$ cat src/inc/dts_regs.vh
/*
  Constants for the draw target select block: register offsets, token
  encodings, error codes and sizes. Assumes a 32-bit register port.
*/
`ifndef DTS_REGS_VH
`define DTS_REGS_VH

// Register byte offsets
`define DTS_SINGLE_CMD_ADDR  8'h00
`define DTS_LIST_DATA_ADDR   8'h04
`define DTS_LIST_CMD_ADDR    8'h08
`define DTS_ERR_ADDR         8'h0C
`define DTS_SEL_BASE_ADDR    8'h10
`define DTS_SEL1_ADDR        8'h14
`define DTS_SEL2_ADDR        8'h18
`define DTS_SEL3_ADDR        8'h1C
`define DTS_SEL_UNIDX_ADDR   8'h20
`define DTS_LIMITS_ADDR      8'h24
`define DTS_MODE_ADDR        8'h28

// Sizes
`define DTS_MAX_OUT          8'h04
`define DTS_SLOT_LIMIT       8'h08
`define DTS_TOK_W            8
`define DTS_SEL_W            32

// Target tokens
`define DTS_TOK_NONE         8'h00
`define DTS_TOK_FL           8'h01
`define DTS_TOK_FR           8'h02
`define DTS_TOK_BL           8'h03
`define DTS_TOK_BR           8'h04
`define DTS_TOK_FRONT        8'h05
`define DTS_TOK_BACK         8'h06
`define DTS_TOK_LEFT         8'h07
`define DTS_TOK_RIGHT        8'h08
`define DTS_TOK_FAB          8'h09
`define DTS_TOK_SLOT0        8'h10
`define DTS_TOK_SLOT_LAST    8'h1F

// Error codes
`define DTS_ERR_NONE         2'h0
`define DTS_ERR_ENUM         2'h1
`define DTS_ERR_VALUE        2'h2
`define DTS_ERR_OP           2'h3

`endif

$ cat src/hw/dts_top.v
/*
  Draw target select: holds the per-output target selection for
  windowed and object modes, checks target commands and routes fragment
  color writes to surfaces or image slots.
  Assumes the command issuer, bound id and fragment pipeline run on clk_in;
  surface straps are steady and are captured while reset is high.
  Selections are kept per mode, so switching the bound id swaps banks.
  Read data are zero outside the cycle that follows a read strobe.
  Error codes stay until a write to the error register clears them or a later command error replaces them.
*/
`timescale 1ns/1ps
// Overview of operation
// - Single-target command replaces output zero selection with decoded token.
// - Bound id zero means windowed mode, else object mode; reset windowed.
// - Windowed token enables zero, one, two or four surfaces.
// - Object slot token i enables only slot i, one destination.
// - Windowed single token naming no allocated surface gives bad-state error.
// - Object mode windowed token gives bad-state; slot beyond limit out-of-range.
// - Single token legal in neither mode gives unknown-token error.
// - Single-target command sets every other output to no target.
// - List assigns entry k to output k; outputs from n set none.
// - Multi-surface token in a list gives unknown-token error.
// - List count above output maximum gives out-of-range error.
// - Repeated non-none destination in one list gives bad-state error.
// - Windowed list entry naming unallocated surface gives bad-state error.
// - Object list entry windowed or slot beyond limit gives bad-state.
// - No-target outputs write nothing; others write current selection.
// - Single shader output goes everywhere; indexed outputs go separately.
// - Reset output zero: back, else front, else none; object slot zero.
// - Reset selection of outputs other than zero is no target.
// - Each output selection readable; unindexed query equals output zero.
// - Allocated surfaces fixed at initialization from mono/single straps.
// - Output zero none means no surface or slot change at all.
`include "dts_regs.vh"

module dts_top (
  input  wire        clk_in,
  input  wire        rst_in,
  input  wire [7:0]  addr_in,
  input  wire [31:0] wdata_in,
  input  wire        wr_in,
  input  wire        rd_in,
  output wire [31:0] rdata_out,
  input  wire [7:0]  bound_target_object_id_in,
  input  wire        has_window_in,
  input  wire        stereo_in,
  input  wire        double_in,
  input  wire        frag_valid_in,
  input  wire        frag_single_in,
  output wire [3:0]  surf_we_out,
  output wire [7:0]  surf_src_out,
  output wire [7:0]  slot_we_out,
  output wire [15:0] slot_src_out,
  output wire        err_out,
  output wire [1:0]  err_code_out,
  output wire        object_mode_out
);

  // Selections, one token byte per output, per mode
  reg  [31:0] win_sel_reg;
  reg  [31:0] obj_sel_reg;
  reg  [31:0] win_sel_next;
  reg  [31:0] obj_sel_next;
  reg  [31:0] list_data_reg;
  reg  [3:0]  alloc_reg;
  reg  [1:0]  err_code_reg;
  reg  [1:0]  err_code_next;
  reg         err_reg;
  reg  [31:0] rdata_reg;
  reg  [31:0] rdata_next;
  // Registered fragment routing outputs
  reg  [3:0]  surf_we_reg;
  reg  [7:0]  surf_src_reg;
  reg  [7:0]  slot_we_reg;
  reg  [15:0] slot_src_reg;
  reg  [3:0]  surf_we_next;
  reg  [7:0]  surf_src_next;
  reg  [7:0]  slot_we_next;
  reg  [15:0] slot_src_next;
  // Command decode temporaries
  reg  [1:0]  cmd_err;
  reg  [1:0]  ent_err;
  reg         single_wr;
  reg         list_wr;
  reg  [7:0]  tok;
  reg  [7:0]  tok_j;
  reg  [7:0]  list_n;
  reg  [31:0] cur_sel;
  reg  [3:0]  strap_alloc;
  integer     k;
  integer     j;
  // Routing temporaries, kept apart from the command decode ones
  reg  [7:0]  rt_tok;
  reg  [3:0]  rt_mask;
  reg  [7:0]  sl_tok;
  integer     rk;
  integer     rj;
  integer     sk;

  wire obj_mode = |bound_target_object_id_in;

  // windowed token to surface mask {BR,BL,FR,FL}
  function [3:0] win_mask;
    input [7:0] t;
    begin
      case (t)
        `DTS_TOK_FL:    win_mask = 4'h1;
        `DTS_TOK_FR:    win_mask = 4'h2;
        `DTS_TOK_BL:    win_mask = 4'h4;
        `DTS_TOK_BR:    win_mask = 4'h8;
        `DTS_TOK_FRONT: win_mask = 4'h3;
        `DTS_TOK_BACK:  win_mask = 4'hC;
        `DTS_TOK_LEFT:  win_mask = 4'h5;
        `DTS_TOK_RIGHT: win_mask = 4'hA;
        `DTS_TOK_FAB:   win_mask = 4'hF;
        default:        win_mask = 4'h0;
      endcase
    end
  endfunction

  // Any windowed token, single or multi-surface
  function is_win;
    input [7:0] t;
    begin
      is_win = (t >= `DTS_TOK_FL) && (t <= `DTS_TOK_FAB);
    end
  endfunction

  // Any encodable slot token, in range or not
  function is_slot;
    input [7:0] t;
    begin
      is_slot = (t >= `DTS_TOK_SLOT0) && (t <= `DTS_TOK_SLOT_LAST);
    end
  endfunction

  // Slot token below the slot count limit
  function slot_ok;
    input [7:0] t;
    begin
      slot_ok = is_slot(t) && (t[3:0] < `DTS_SLOT_LIMIT);
    end
  endfunction

  always @* begin
    strap_alloc = {has_window_in & stereo_in & double_in,
                   has_window_in & double_in,
                   has_window_in & stereo_in,
                   has_window_in};
  end

  // Command checking and next selection state
  always @* begin
    single_wr    = wr_in && (addr_in == `DTS_SINGLE_CMD_ADDR);
    list_wr      = wr_in && (addr_in == `DTS_LIST_CMD_ADDR);
    tok          = wdata_in[7:0];
    list_n       = wdata_in[7:0];
    tok_j        = 8'h00;
    cmd_err      = `DTS_ERR_NONE;
    ent_err      = `DTS_ERR_NONE;
    win_sel_next = win_sel_reg;
    obj_sel_next = obj_sel_reg;
    if (single_wr) begin
      if (!obj_mode) begin
        if (!(tok == `DTS_TOK_NONE || is_win(tok) || is_slot(tok)))
          cmd_err = `DTS_ERR_ENUM;
        else if (tok != `DTS_TOK_NONE && (win_mask(tok) & alloc_reg) == 4'h0)
          cmd_err = `DTS_ERR_OP;
      end else begin
        if (!(tok == `DTS_TOK_NONE || is_win(tok) || is_slot(tok)))
          cmd_err = `DTS_ERR_ENUM;
        else if (is_win(tok))
          cmd_err = `DTS_ERR_OP;
        else if (is_slot(tok) && !slot_ok(tok))
          cmd_err = `DTS_ERR_VALUE;
      end
      if (cmd_err == `DTS_ERR_NONE) begin
        if (obj_mode)
          obj_sel_next = {24'h00_0000, tok};
        else
          win_sel_next = {24'h00_0000, tok};
      end
    end else if (list_wr) begin
      if (list_n > `DTS_MAX_OUT)
        cmd_err = `DTS_ERR_VALUE;
      else begin
        for (k = 0; k < `DTS_MAX_OUT; k = k + 1) begin
          tok = list_data_reg[k*8 +: 8];
          // Entries beyond the count are neither checked nor kept
          if (k < list_n) begin
            // only none, single surface or slot tokens
            if (!(tok <= `DTS_TOK_BR || is_slot(tok))) begin
              if (ent_err == `DTS_ERR_NONE)
                ent_err = `DTS_ERR_ENUM;
            end else if (tok != `DTS_TOK_NONE) begin
              if (!obj_mode && (is_slot(tok) || (win_mask(tok) & alloc_reg) == 4'h0)
                  && ent_err == `DTS_ERR_NONE)
                ent_err = `DTS_ERR_OP;
              // windowed token or slot beyond limit
              if (obj_mode && (is_win(tok) || !slot_ok(tok))
                  && ent_err == `DTS_ERR_NONE)
                ent_err = `DTS_ERR_OP;
              for (j = 0; j < `DTS_MAX_OUT; j = j + 1) begin
                tok_j = list_data_reg[j*8 +: 8];
                if (j < k && tok_j == tok && ent_err == `DTS_ERR_NONE)
                  ent_err = `DTS_ERR_OP;
              end
            end
          end
        end
        // First error found in list order wins
        tok = wdata_in[7:0];
        cmd_err = ent_err;
      end
      if (cmd_err == `DTS_ERR_NONE) begin
        // entry k to output k, beyond n none
        for (k = 0; k < `DTS_MAX_OUT; k = k + 1) begin
          if (obj_mode)
            obj_sel_next[k*8 +: 8] = (k < list_n) ? list_data_reg[k*8 +: 8]
                                                  : `DTS_TOK_NONE;
          else
            win_sel_next[k*8 +: 8] = (k < list_n) ? list_data_reg[k*8 +: 8]
                                                  : `DTS_TOK_NONE;
        end
      end
    end
  end

  // Error status: a new error overrides a clear
  // A clear and a command never share a cycle, but set still wins
  always @* begin
    err_code_next = err_code_reg;
    if (wr_in && addr_in == `DTS_ERR_ADDR)
      err_code_next = `DTS_ERR_NONE;
    if (cmd_err != `DTS_ERR_NONE)
      err_code_next = cmd_err;
  end

  // Selection and status registers
  always @(posedge clk_in) begin
    if (rst_in) begin
      alloc_reg     <= strap_alloc;
      if (has_window_in && double_in)
        win_sel_reg <= {24'h00_0000, `DTS_TOK_BACK};
      else if (has_window_in)
        win_sel_reg <= {24'h00_0000, `DTS_TOK_FRONT};
      else
        win_sel_reg <= 32'h0000_0000;
      obj_sel_reg   <= {24'h00_0000, `DTS_TOK_SLOT0};
      list_data_reg <= 32'h0000_0000;
      err_code_reg  <= `DTS_ERR_NONE;
      err_reg       <= 1'b0;
    end else begin
      win_sel_reg  <= win_sel_next;
      obj_sel_reg  <= obj_sel_next;
      err_code_reg <= err_code_next;
      err_reg      <= (cmd_err != `DTS_ERR_NONE);
      if (wr_in && addr_in == `DTS_LIST_DATA_ADDR)
        list_data_reg <= wdata_in;
    end
  end

  // Selection bank of the current mode
  always @* begin
    cur_sel = obj_mode ? obj_sel_reg : win_sel_reg;
  end

  // Surface routing from the current selections
  always @* begin
    rt_tok        = 8'h00;
    rt_mask       = 4'h0;
    surf_we_next  = 4'h0;
    surf_src_next = 8'h00;
    // output zero none blocks all writes
    if (frag_valid_in && !obj_mode && cur_sel[7:0] != `DTS_TOK_NONE) begin
      // each selected surface that is allocated takes its output
      for (rk = 0; rk < `DTS_MAX_OUT; rk = rk + 1) begin
        rt_tok  = cur_sel[rk*8 +: 8];
        rt_mask = win_mask(rt_tok);
        for (rj = 0; rj < 4; rj = rj + 1) begin
          if (rt_mask[rj] && alloc_reg[rj]) begin
            surf_we_next[rj] = 1'b1;
            surf_src_next[rj*2 +: 2] = frag_single_in ? 2'h0 : rk[1:0];
          end
        end
      end
    end
  end

  // Slot routing from the current selections
  always @* begin
    sl_tok        = 8'h00;
    slot_we_next  = 8'h00;
    slot_src_next = 16'h0000;
    // output zero none blocks all writes
    if (frag_valid_in && obj_mode && cur_sel[7:0] != `DTS_TOK_NONE) begin
      for (sk = 0; sk < `DTS_MAX_OUT; sk = sk + 1) begin
        sl_tok = cur_sel[sk*8 +: 8];
        if (slot_ok(sl_tok)) begin
          slot_we_next[sl_tok[2:0]] = 1'b1;
          slot_src_next[{sl_tok[2:0], 1'b0} +: 2] = frag_single_in ? 2'h0 : sk[1:0];
        end
      end
    end
  end

  // Routing outputs, one-cycle pulses
  always @(posedge clk_in) begin
    if (rst_in) begin
      surf_we_reg  <= 4'h0;
      surf_src_reg <= 8'h00;
      slot_we_reg  <= 8'h00;
      slot_src_reg <= 16'h0000;
    end else begin
      surf_we_reg  <= surf_we_next;
      surf_src_reg <= surf_src_next;
      slot_we_reg  <= slot_we_next;
      slot_src_reg <= slot_src_next;
    end
  end

  // Read decode; data valid the cycle after the strobe
  always @* begin
    rdata_next = 32'h0000_0000;
    if (rd_in) begin
      case (addr_in)
        `DTS_LIST_DATA_ADDR: rdata_next = list_data_reg;
        `DTS_ERR_ADDR:       rdata_next = {30'h0000_0000, err_code_reg};
        `DTS_SEL_BASE_ADDR:  rdata_next = {24'h00_0000, cur_sel[7:0]};
        `DTS_SEL1_ADDR:      rdata_next = {24'h00_0000, cur_sel[15:8]};
        `DTS_SEL2_ADDR:      rdata_next = {24'h00_0000, cur_sel[23:16]};
        `DTS_SEL3_ADDR:      rdata_next = {24'h00_0000, cur_sel[31:24]};
        `DTS_SEL_UNIDX_ADDR: rdata_next = {24'h00_0000, cur_sel[7:0]};
        `DTS_LIMITS_ADDR:    rdata_next = {16'h0000, `DTS_SLOT_LIMIT, `DTS_MAX_OUT};
        `DTS_MODE_ADDR:      rdata_next = {27'h000_0000, alloc_reg, obj_mode};
        default:             rdata_next = 32'h0000_0000;
      endcase
    end
  end

  // Read data register, zero unless a read was taken
  always @(posedge clk_in) begin
    if (rst_in)
      rdata_reg <= 32'h0000_0000;
    else
      rdata_reg <= rdata_next;
  end

  // Outputs straight from flip-flops; mode flag follows the bound id
  assign rdata_out       = rdata_reg;
  assign surf_we_out     = surf_we_reg;
  assign surf_src_out    = surf_src_reg;
  assign slot_we_out     = slot_we_reg;
  assign slot_src_out    = slot_src_reg;
  assign err_out         = err_reg;
  assign err_code_out    = err_code_reg;
  assign object_mode_out = obj_mode;

endmodule

$ cat config.mk
export PLATFORM = sky130hd
export DESIGN_NAME = dts_top
export DESIGN_NICKNAME = d
export VERILOG_FILES = /design/src/hw/dts_top.v
export VERILOG_INCLUDE_DIRS = /design/src /design/src/inc
export SDC_FILE = /design/constraint.sdc
export NUM_CORES = 1
export LEC_CHECK = 0
export ABC_AREA = 1
export BUFFER_PORTS_ARGS = -buffer_cell sky130_fd_sc_hd__buf_2
export CORE_UTILIZATION = 45
export DETAILED_ROUTE_END_ITERATION = 8
export SLEW_MARGIN = 20
export SYNTH_ARGS = -nofsm -noshare
export SYNTH_HDL_FRONTEND = slang
export SYNTH_SLANG_ARGS = --single-unit
export TNS_END_PERCENT = 50
$ cat constraint.sdc
create_clock -name clk_in -period 5.4 [get_ports clk_in]
set_input_delay 1.08 -clock clk_in [delete_from_list [all_inputs] [get_ports clk_in]]
set_output_delay 1.08 -clock clk_in [all_outputs]
set_load 0.02 [all_outputs]
==> results of run 1 <==
Yosys cell counts, types with 3 or more instances:
library cell | n | share of area
a211oi_1 | 3 | 0.0023
a21oi_1 | 75 | 0.038
a221oi_1 | 7 | 0.0062
a31oi_1 | 8 | 0.0050
a41oi_1 | 8 | 0.0071
and2_1 | 3 | 0.0019
and3_1 | 3 | 0.0019
buf_1 | 9 | 0.0034
buf_2 | 11 | 0.0056
clkbuf_1 | 30 | 0.011
clkinv_1 | 3 | 0.0011
dfxtp_1 | 151 | 0.30
edfxtp_1 | 36 | 0.11
ha_1 | 15 | 0.019
inv_1 | 159 | 0.060
inv_2 | 7 | 0.0027
mux2i_1 | 8 | 0.0081
nand2_1 | 195 | 0.074
nand2_2 | 7 | 0.0044
nand3_1 | 84 | 0.042
nand3_2 | 4 | 0.0040
nand4_1 | 28 | 0.018
nor2_1 | 193 | 0.073
nor2_2 | 5 | 0.0032
nor2_4 | 5 | 0.0057
nor3_1 | 83 | 0.042
nor4_1 | 30 | 0.019
o2111ai_1 | 7 | 0.0062
o21ai_0 | 66 | 0.033
o21ai_1 | 23 | 0.012
o22ai_1 | 15 | 0.0095
o311ai_0 | 4 | 0.0035
or2_2 | 31 | 0.020
xnor2_1 | 3 | 0.0027
xor2_1 | 17 | 0.015
layer usage:
metal | track usage | share of wire
met2 | 0.491 | 0.47
met1 | 0.387 | 0.44
met3 | 0.0455 | 0.064
met5 | 0 | 0
met4 | 0.119 | 0.029
power groups by stage:
stage,clock [mW],combinational (mW),sequential [mW]
finish,1.28,0.123,1.45
global route,1.36,0.135,1.45
CTS,1.31,0.121,1.45
detailed placement,0,0.120,1.48
global placement,0,0.120,1.48
floorplan,0,0.0730,1.47
cell families after synthesis:
group	count (synthesis)	share of synthesized area
and+or+nand+nor	678	0.316
AOI/OAI and AO/OA	232	0.137
buffers and inverters	223	0.0881
DFF	187	0.414
xor gates and xnor gates	20	0.0177
adders and majority gates	15	0.0189
muxes	8	0.00808
cell usage in the layout (no fill, tap or decap), types with 20 or more instances in the layout:
master / count
nand2_1: 195
nor2_1: 192
inv_1: 159
dfxtp_1: 151
buf_2: 128
nand3_1: 84
nor3_1: 83
a21oi_1: 75
o21ai_0: 66
edfxtp_1: 36
or2_2: 31
nor4_1: 30
nand4_1: 28
o21ai_1: 23
buf_4: 20
critical path, stage by stage:
cell and delay [ns]:
buf_2 0.12, nor2_2 0.11, nand2_2 0.10, nor2_4 0.14, nand2_1 0.17, inv_1 0.39, nand2_1 0.19, inv_1 0.34
nand2_1 0.16, nand2_4 0.13, nand3_4 0.08, nor2_4 0.11, nand4_1 0.09, nand2_1 0.09, nand3_2 0.07, nand2_1 0.10
nand2_2 0.07, nand2_1 0.08, nand4_1 0.10, nand2_1 0.11, buf_4 0.28
metrics by stage:
| stage | power, mW | utilization | cells | setup WS (ns) |
|---|---|---|---|---|
| 2_1_floorplan | 1.54 | - | 1363 | 1.11 |
| 3_3_place_gp | 1.60 | 0.508 | 1732 | 1.12 |
| 5_1_grt | 2.94 | 0.536 | 1764 | 1.11 |
| 6_report | 2.85 | 0.536 | 1764 | 1.41 |
| 3_5_place_dp | 1.60 | 0.508 | 1732 | 1.03 |
| 4_1_cts | 2.87 | 0.536 | 1764 | 1.50 |
path summary, 6_finish.rpt:
path / end / depth (start not counted)
hold reg to reg: obj_sel_reg[11] / 2
setup / recovery: win_sel_reg[12] / 21
setup reg to reg: win_sel_reg[12] / 29
hold / removal: obj_sel_reg[11] / 2
cell type report:
cell class | count | area, µm²
Clock buffer | 19 | 443
Clock inverter | 13 | 150
Multi-Input combinational cell | 953 | 4940
Sequential cell | 187 | 4100
Tap cell | 275 | 344
Inverter | 169 | 634
Timing Repair Buffer | 148 | 791
Fill cell | 2180 | 9880
==> metrics, run 1 <==
status=completed; final hold viol count=0; Num CTS Buffers=17; layout cells sized above 1=0.164; diode count=0; class of the worst hold path=reg2reg; gr ovfl total=0; Psw=between 0.7 and 0.8 mW; Clock power frac=0.450; Critical Path AT=roughly 4 ns; post-cts resize count=0; cts hold-fix bufs=0; first-pass iteration count of the detailed router=6; Hold Slack=between 0.4 and 0.5 ns; distinct cell type count after synthesis=55; number of vias in the routed layout=approximately 10000; crit start category=primary input; YS warnings=0; CTS Sinks=between 150 and 200; reg2reg setup slack=between 1.5 and 2 ns; Port Buffers=~130; Tmin final=3.99 ns; Async SR Flop Fraction=0; worst hold start=obj_sel_reg[11]; H-Tree Depth=4; #FFs+latches synth=about 190; final net count=around 1500; post-route setup TNS=0 ns; Total GRT Usage=0.297; leakage power total=approximately 5.1 nW; highest clock rate=around 250 MHz; Final Max Slew Viols=0; clock slew at reported path FFs=0.07 ns; initial antenna violation count=2; Critical Path Fanout Max=19; post-synth net total=approximately 1400; fin area=roughly 11000 µm²; RSZ-0062 raised after global routing=false; I/O Pins=129; Max VDD drop=about 0.00017 V; Routed wire per std cell=between 15 and 20 µm; vias in the first global route=approximately 9100; Die Area=between 20000 and 25000 µm²; Critical Path Source=wdata_in[6]; Slew headroom=0.381; Die Width=~150 µm; Mapped Area=about 10000 µm²; Core Area=~21000 µm²; Area Growth Syn to Fin=15.0%; CTS tree=done; Cell Int Power=approximately 2.1 mW; dpl cell area=about 11000 µm²; final period utilization=0.739; Syn Inst Count=~1400; Sw Share=0.249; number of synthesized flops with an enable pin=36; GPL Wtd Cong=between 1 and 1.5; DRC viols=0; largest net degree at the start of global routing=58; CTS root buf=clkbuf_16; Starting Density=0.466; Setup Buffers After CTS=0; Vias per Instance=approximately 5.6; max_cap viols=0; clock skew=between 0.015 and 0.02 ns; synthesized area per cell=approximately 7.3 µm²; die height=around 150 µm; Synth Flop Type=dfxtp_1; combinational share of power=0.043; reg2reg start=alloc_reg[3]; Worst Path Required=approximately 5.5 ns; Worst-Skew Late Latency=~0.45 ns; Final ANT Viol Nets=0; type of the worst setup path=in2reg; drt total wl=between 30000 and 40000 µm; DR iter-0 viols=around 700; worst slew pin tran=slightly above 0.9 ns; first-pass GRT wire length=50400 µm; row cnt=53; dpl hpwl=around 25000 µm; sequential element share of the synthesized area=0.414; Flop pwr share=0.507; CTS max path bufs=2; Setup violations, final=0; Power Density=250 nW/µm²; Worst setup EP type=flop
No activity file was read; power rests on OpenSTA's default activity.
==> run 2, diff against run 1 <==
--- a/config.mk
+++ b/config.mk
@@ -10,6 +10,7 @@
 export BUFFER_PORTS_ARGS = -buffer_cell sky130_fd_sc_hd__buf_2
 export CORE_UTILIZATION = 45
 export DETAILED_ROUTE_END_ITERATION = 8
+export PLACE_DENSITY = 0.67
 export SLEW_MARGIN = 20
 export SYNTH_ARGS = -nofsm -noshare
 export SYNTH_HDL_FRONTEND = slang
==> constraint.sdc (replaced) <==
create_clock -name clk_in -period 3.4 [get_ports clk_in]
set_input_delay 0.68 -clock clk_in [delete_from_list [all_inputs] [get_ports clk_in]]
set_output_delay 0.68 -clock clk_in [all_outputs]
set_load 0.02 [all_outputs]
==> metrics, run 2 (synthesis gave the netlist of run 1 again) <==
worst slew pin tran=approximately 0.84 ns; Die Area=roughly 23000 µm²; vias in the first global route=roughly 9500; Max VDD drop=0.000295 V; worst hold start=obj_sel_reg[23]; final hold viol count=0; most frequent cells in the layout=nor2_1 (191), nand2_1 (187), inv_1 (158), dfxtp_1 (146), buf_4 (129); drt total wl=34300 µm; status=completed; CTS root buf=clkbuf_16; GPL Wtd Cong=just over 1; reg2reg start=list_data_reg[6]; Worst Path Required=3.56 ns; crit start category=flop; most common cell after layout, fill and taps aside=nor2_1; final net count=1666; die height=150 µm; Critical Path Source=list_data_reg[6]; CTS tree=done; Slowest Stage Delay on Critical Path=roughly 0.38 ns; Final ANT Viol Nets=0; Power Density=374 nW/µm²; CTS max path bufs=2; Setup violations, final=0; Cell Int Power=between 3 and 4 mW; H-Tree Depth=4; Clock power frac=0.454; CP max-delay cell=dfxtp_1; DR iter-0 viols=between 800 and 900; Area Growth Syn to Fin=26.1%; dpl hpwl=between 20000 and 30000 µm; I/O Pins=between 100 and 150; Critical Path AT=approximately 3.5 ns; largest net degree at the start of global routing=58; Cells after DPL=about 1800; highest clock rate=roughly 300 MHz; Psw=between 1 and 1.5 mW; Routed wire per std cell=around 18 µm; Final Power=between 4 and 5 mW; Worst setup EP type=flop; Non-Filler Instances=approximately 1900; Starting Density=0.466; CTS Sinks=187; Port Buffers=roughly 130; max_cap viols=0; Total GRT Usage=0.305; Sw Share=0.258; Vias per Instance=~5.5; clock slew at reported path FFs=around 0.08 ns; number of vias in the routed layout=approximately 10000; diode count=0; RSZ-0062 raised after global routing=true; class of the worst hold path=reg2reg; initial antenna violation count=0; Num CTS Buffers=17; leakage power total=between 5 and 6 nW; Final Max Slew Viols=0; Core Area=between 20000 and 25000 µm²; Critical Path Fanout Max=10; first-pass GRT wire length=~52000 µm; Flop pwr share=0.489; type of the worst setup path=reg2reg; Die Width=~150 µm; final period utilization=0.984; clock skew=~0.015 ns; Tmin final=between 3 and 4 ns; Slew headroom=0.425; combinational share of power=0.058; gr ovfl total=0; layout cells sized above 1=0.238; row cnt=53; Hold Slack=between 0.4 and 0.5 ns; most used cell along the critical path=nand2_2; DRC viols=0; first-pass iteration count of the detailed router=6; Worst-Skew Late Latency=roughly 0.45 ns
## run 2: cell types whose count changed in the layout (fill, tap and decap cells not counted), sizes merged
cell,previous run,this run
buf,148,264
bufinv,1,0
clkinv,7,6
clkbuf,19,21
inv,174,176
## run 2: stage by stage
step	setup WS, ns	util	instance area, µm²	setup TNS, ns
after global routing	-0.169	0.587	12500	-5.24
final	0.0538	0.587	12500	0
after global placement	-0.267	0.548	11700	-10.06
after detailed placement	-0.329	0.548	11700	-13.99
after CTS	0.0148	0.578	12300	0
after floorplan	-0.00949	-	9950	-0.304
## run 2: critical path: cells and delay by family (launching register included)
| kind | cells | cell delay, ns |
|---|---|---|
| simple gates | 27 | 2.53 |
| flops | 1 | 0.38 |
| buf+inv | 1 | 0.19 |
## run 2: timing repair
action / CTS / global route
resized for setup: 0 / 26
endpoints found under the setup margin: 0 / 64
setup buffers: 0 / 9
hold buffers: 0 / 0
## run 2: final cells by class
type                            count  area [µm²]
Clock buffer                       19         475
Clock inverter                     13         159
Fill cell                        2058        8790
Inverter                          169         637
Multi-Input combinational cell    953        5000
Sequential cell                   187        4110
Tap cell                          275         344
Timing Repair Buffer              266        1760
## run 2: power groups by stage
stage	combinational [mW]	sequential, mW	clock [mW]
final	0.270	2.28	2.12
after global routing	0.289	2.29	2.23
after CTS	0.245	2.28	2.14
after detailed placement	0.244	2.34	0
after global placement	0.242	2.34	0
after floorplan	0.119	2.33	0
## run 2: path summary, 6_finish.rpt
path | to | slack, ns | depth (start not counted)
worst max-delay path | win_sel_reg[18] | 0.05 | 28
worst min-delay path | obj_sel_reg[23] | 0.46 | 2
worst max register to register | win_sel_reg[18] | 0.05 | 28
worst min register to register | obj_sel_reg[23] | 0.46 | 2
## run 2: per-layer routing
layer / part of all wire / global-route usage / wire length [µm]
met1: 0.42 / 0.383 / 14300
met2: 0.49 / 0.520 / 16700
met3: 0.058 / 0.0382 / 1990
met4: 0.039 / 0.141 / 1330
met5: 0 / 0 / 0
==> run 3, diff against run 2 <==
--- a/config.mk
+++ b/config.mk
@@ -11,8 +11,8 @@
 export CORE_UTILIZATION = 45
 export DETAILED_ROUTE_END_ITERATION = 8
 export PLACE_DENSITY = 0.67
+export RECOVER_POWER = 25
 export SLEW_MARGIN = 20
 export SYNTH_ARGS = -nofsm -noshare
 export SYNTH_HDL_FRONTEND = slang
 export SYNTH_SLANG_ARGS = --single-unit
-export TNS_END_PERCENT = 50
==> metrics, run 3 (synthesis gave the netlist of run 1 again) <==
final net count=roughly 1700; Die Area=between 20000 and 25000 µm²; type of the worst setup path=reg2reg; class of the worst hold path=reg2reg; I/O Pins=roughly 130; final period utilization=0.983; CTS Sinks=roughly 190; most common cell after layout, fill and taps aside=nor2_1; Area Growth Syn to Fin=25.4%; Die Width=150 µm; dpl hpwl=around 26000 µm; worst slew pin tran=around 0.84 ns; Final Power=4.67 mW; cts hold-fix bufs=0; Worst Hold Depth=2; number of vias in the routed layout=~10000; CTS tree=done; final hold viol count=0; Routed wire per std cell=18.2 µm; CP max-delay cell=dfxtp_1; Starting Density=0.466; Max VDD drop=between 0.0002 and 0.0003 V; DR iter-0 viols=929; row cnt=53; r2r endpoint=win_sel_reg[18]; Slew headroom=0.429; Worst Hold End=obj_sel_reg[23]; diode count=0; worst hold start=obj_sel_reg[23]; RSZ-0062 raised after global routing=true; clock slew at reported path FFs=approximately 0.08 ns; Num CTS Buffers=17; Port Buffers=128; Worst setup EP type=flop; GPL Wtd Cong=just over 1; Setup violations, final=0; Power Density=roughly 380 nW/µm²; drt total wl=34300 µm; Worst Path Required=between 3 and 4 ns; vias in the first global route=roughly 9500; max_cap viols=0; most used cell along the critical path=nand2_2; Sw Share=0.257; gr ovfl total=0; Worst-Skew Late Latency=roughly 0.45 ns; CTS max path bufs=2; leakage power total=5.53 nW; reg2reg start=list_data_reg[6]; first-pass iteration count of the detailed router=6; Hold Slack=~0.46 ns; Core Area=approximately 21000 µm²; clock skew=~0.015 ns; crit start category=flop; Clock power frac=0.454; Final Max Slew Viols=0; Vias per Instance=5.51; Slowest Stage Delay on Critical Path=approximately 0.38 ns; Total GRT Usage=0.305; reg2reg setup slack=~0.057 ns; most frequent cells in the layout=nor2_1 (191), nand2_1 (187), inv_1 (158), dfxtp_1 (146), buf_4 (128); Fillers=2094; combinational share of power=0.057; Psw=between 1 and 1.5 mW; initial antenna violation count=0; Critical Path Fanout Max=10; largest net degree at the start of global routing=between 50 and 60; Tmin final=3.34 ns; CTS root buf=clkbuf_16; status=completed; die height=150 µm; H-Tree Depth=4; layout cells sized above 1=0.204; Final ANT Viol Nets=0; Flop pwr share=0.489; final core occ=0.584; Critical Path AT=3.51 ns; highest clock rate=~300 MHz; Cell Int Power=3.47 mW; reg2reg path depth=28; DRC viols=0; first-pass GRT wire length=52100 µm
[run 3: worst max-delay path: cells and delay by family, from the launching register on]
| kind | cells | cell delay, ns |
|---|---|---|
| buffers and inverters | 1 | 0.19 |
| flip-flops | 1 | 0.38 |
| AND/OR/NAND/NOR | 27 | 2.49 |
[run 3: power by group through the flow]
stage	sequential [mW]	combinational (mW)	clock (mW)
6_report	2.28	0.268	2.12
5_1_grt	2.29	0.289	2.23
4_1_cts	2.28	0.245	2.14
3_5_place_dp	2.34	0.244	0
3_3_place_gp	2.34	0.242	0
2_1_floorplan	2.33	0.119	0
[run 3: worst max-delay path by stage]
| stage | from | cells past startpoint | end | slack [ns] |
|---|---|---|---|---|
| after CTS | list_data_reg[5] | 26 | win_sel_reg[27] | 0.01 |
| after floorplan | wdata_in[1] | 26 | win_sel_reg[0] | -0.009 |
| final | list_data_reg[6] | 28 | win_sel_reg[18] | 0.06 |
| after detailed placement | wdata_in[6] | 26 | win_sel_reg[21] | -0.33 |
| after global routing | list_data_reg[6] | 25 | win_sel_reg[18] | -0.17 |
| after global placement | wdata_in[6] | 26 | win_sel_reg[21] | -0.27 |
[run 3: final cells by class]
class	count	area [µm²]	area share
Multi-Input combinational cell	953	5000	0.403
Tap cell	275	344	0.0277
Inverter	169	637	0.0512
Timing Repair Buffer	266	1700	0.137
Clock inverter	13	159	0.0128
Clock buffer	19	475	0.0382
Sequential cell	187	4110	0.331
[run 3: per-stage QoR]
| stage | worst slack (ns) | instances | setup TNS [ns] | area (µm²) |
|---|---|---|---|---|
| floorplan | -0.00949 | 1363 | -0.304 | 9950 |
| global placement | -0.267 | 1839 | -10.06 | 11700 |
| detailed placement | -0.329 | 1839 | -13.99 | 11700 |
| CTS | 0.0148 | 1871 | 0 | 12300 |
| global route | -0.169 | 1882 | -5.59 | 12400 |
| finish | 0.0566 | 1882 | 0 | 12400 |
[run 3: routing by layer]
metal / track usage / wire length [µm]
met4: 0.141 / 1310
met1: 0.383 / 14200
met2: 0.520 / 16700
met3: 0.0382 / 2050
met5: 0 / 0
[run 3: repair_timing]
action,4_1_cts,5_1_grt
setup buffers,0,9
setup endpoints to repair,0,64
gates resized for setup,0,27
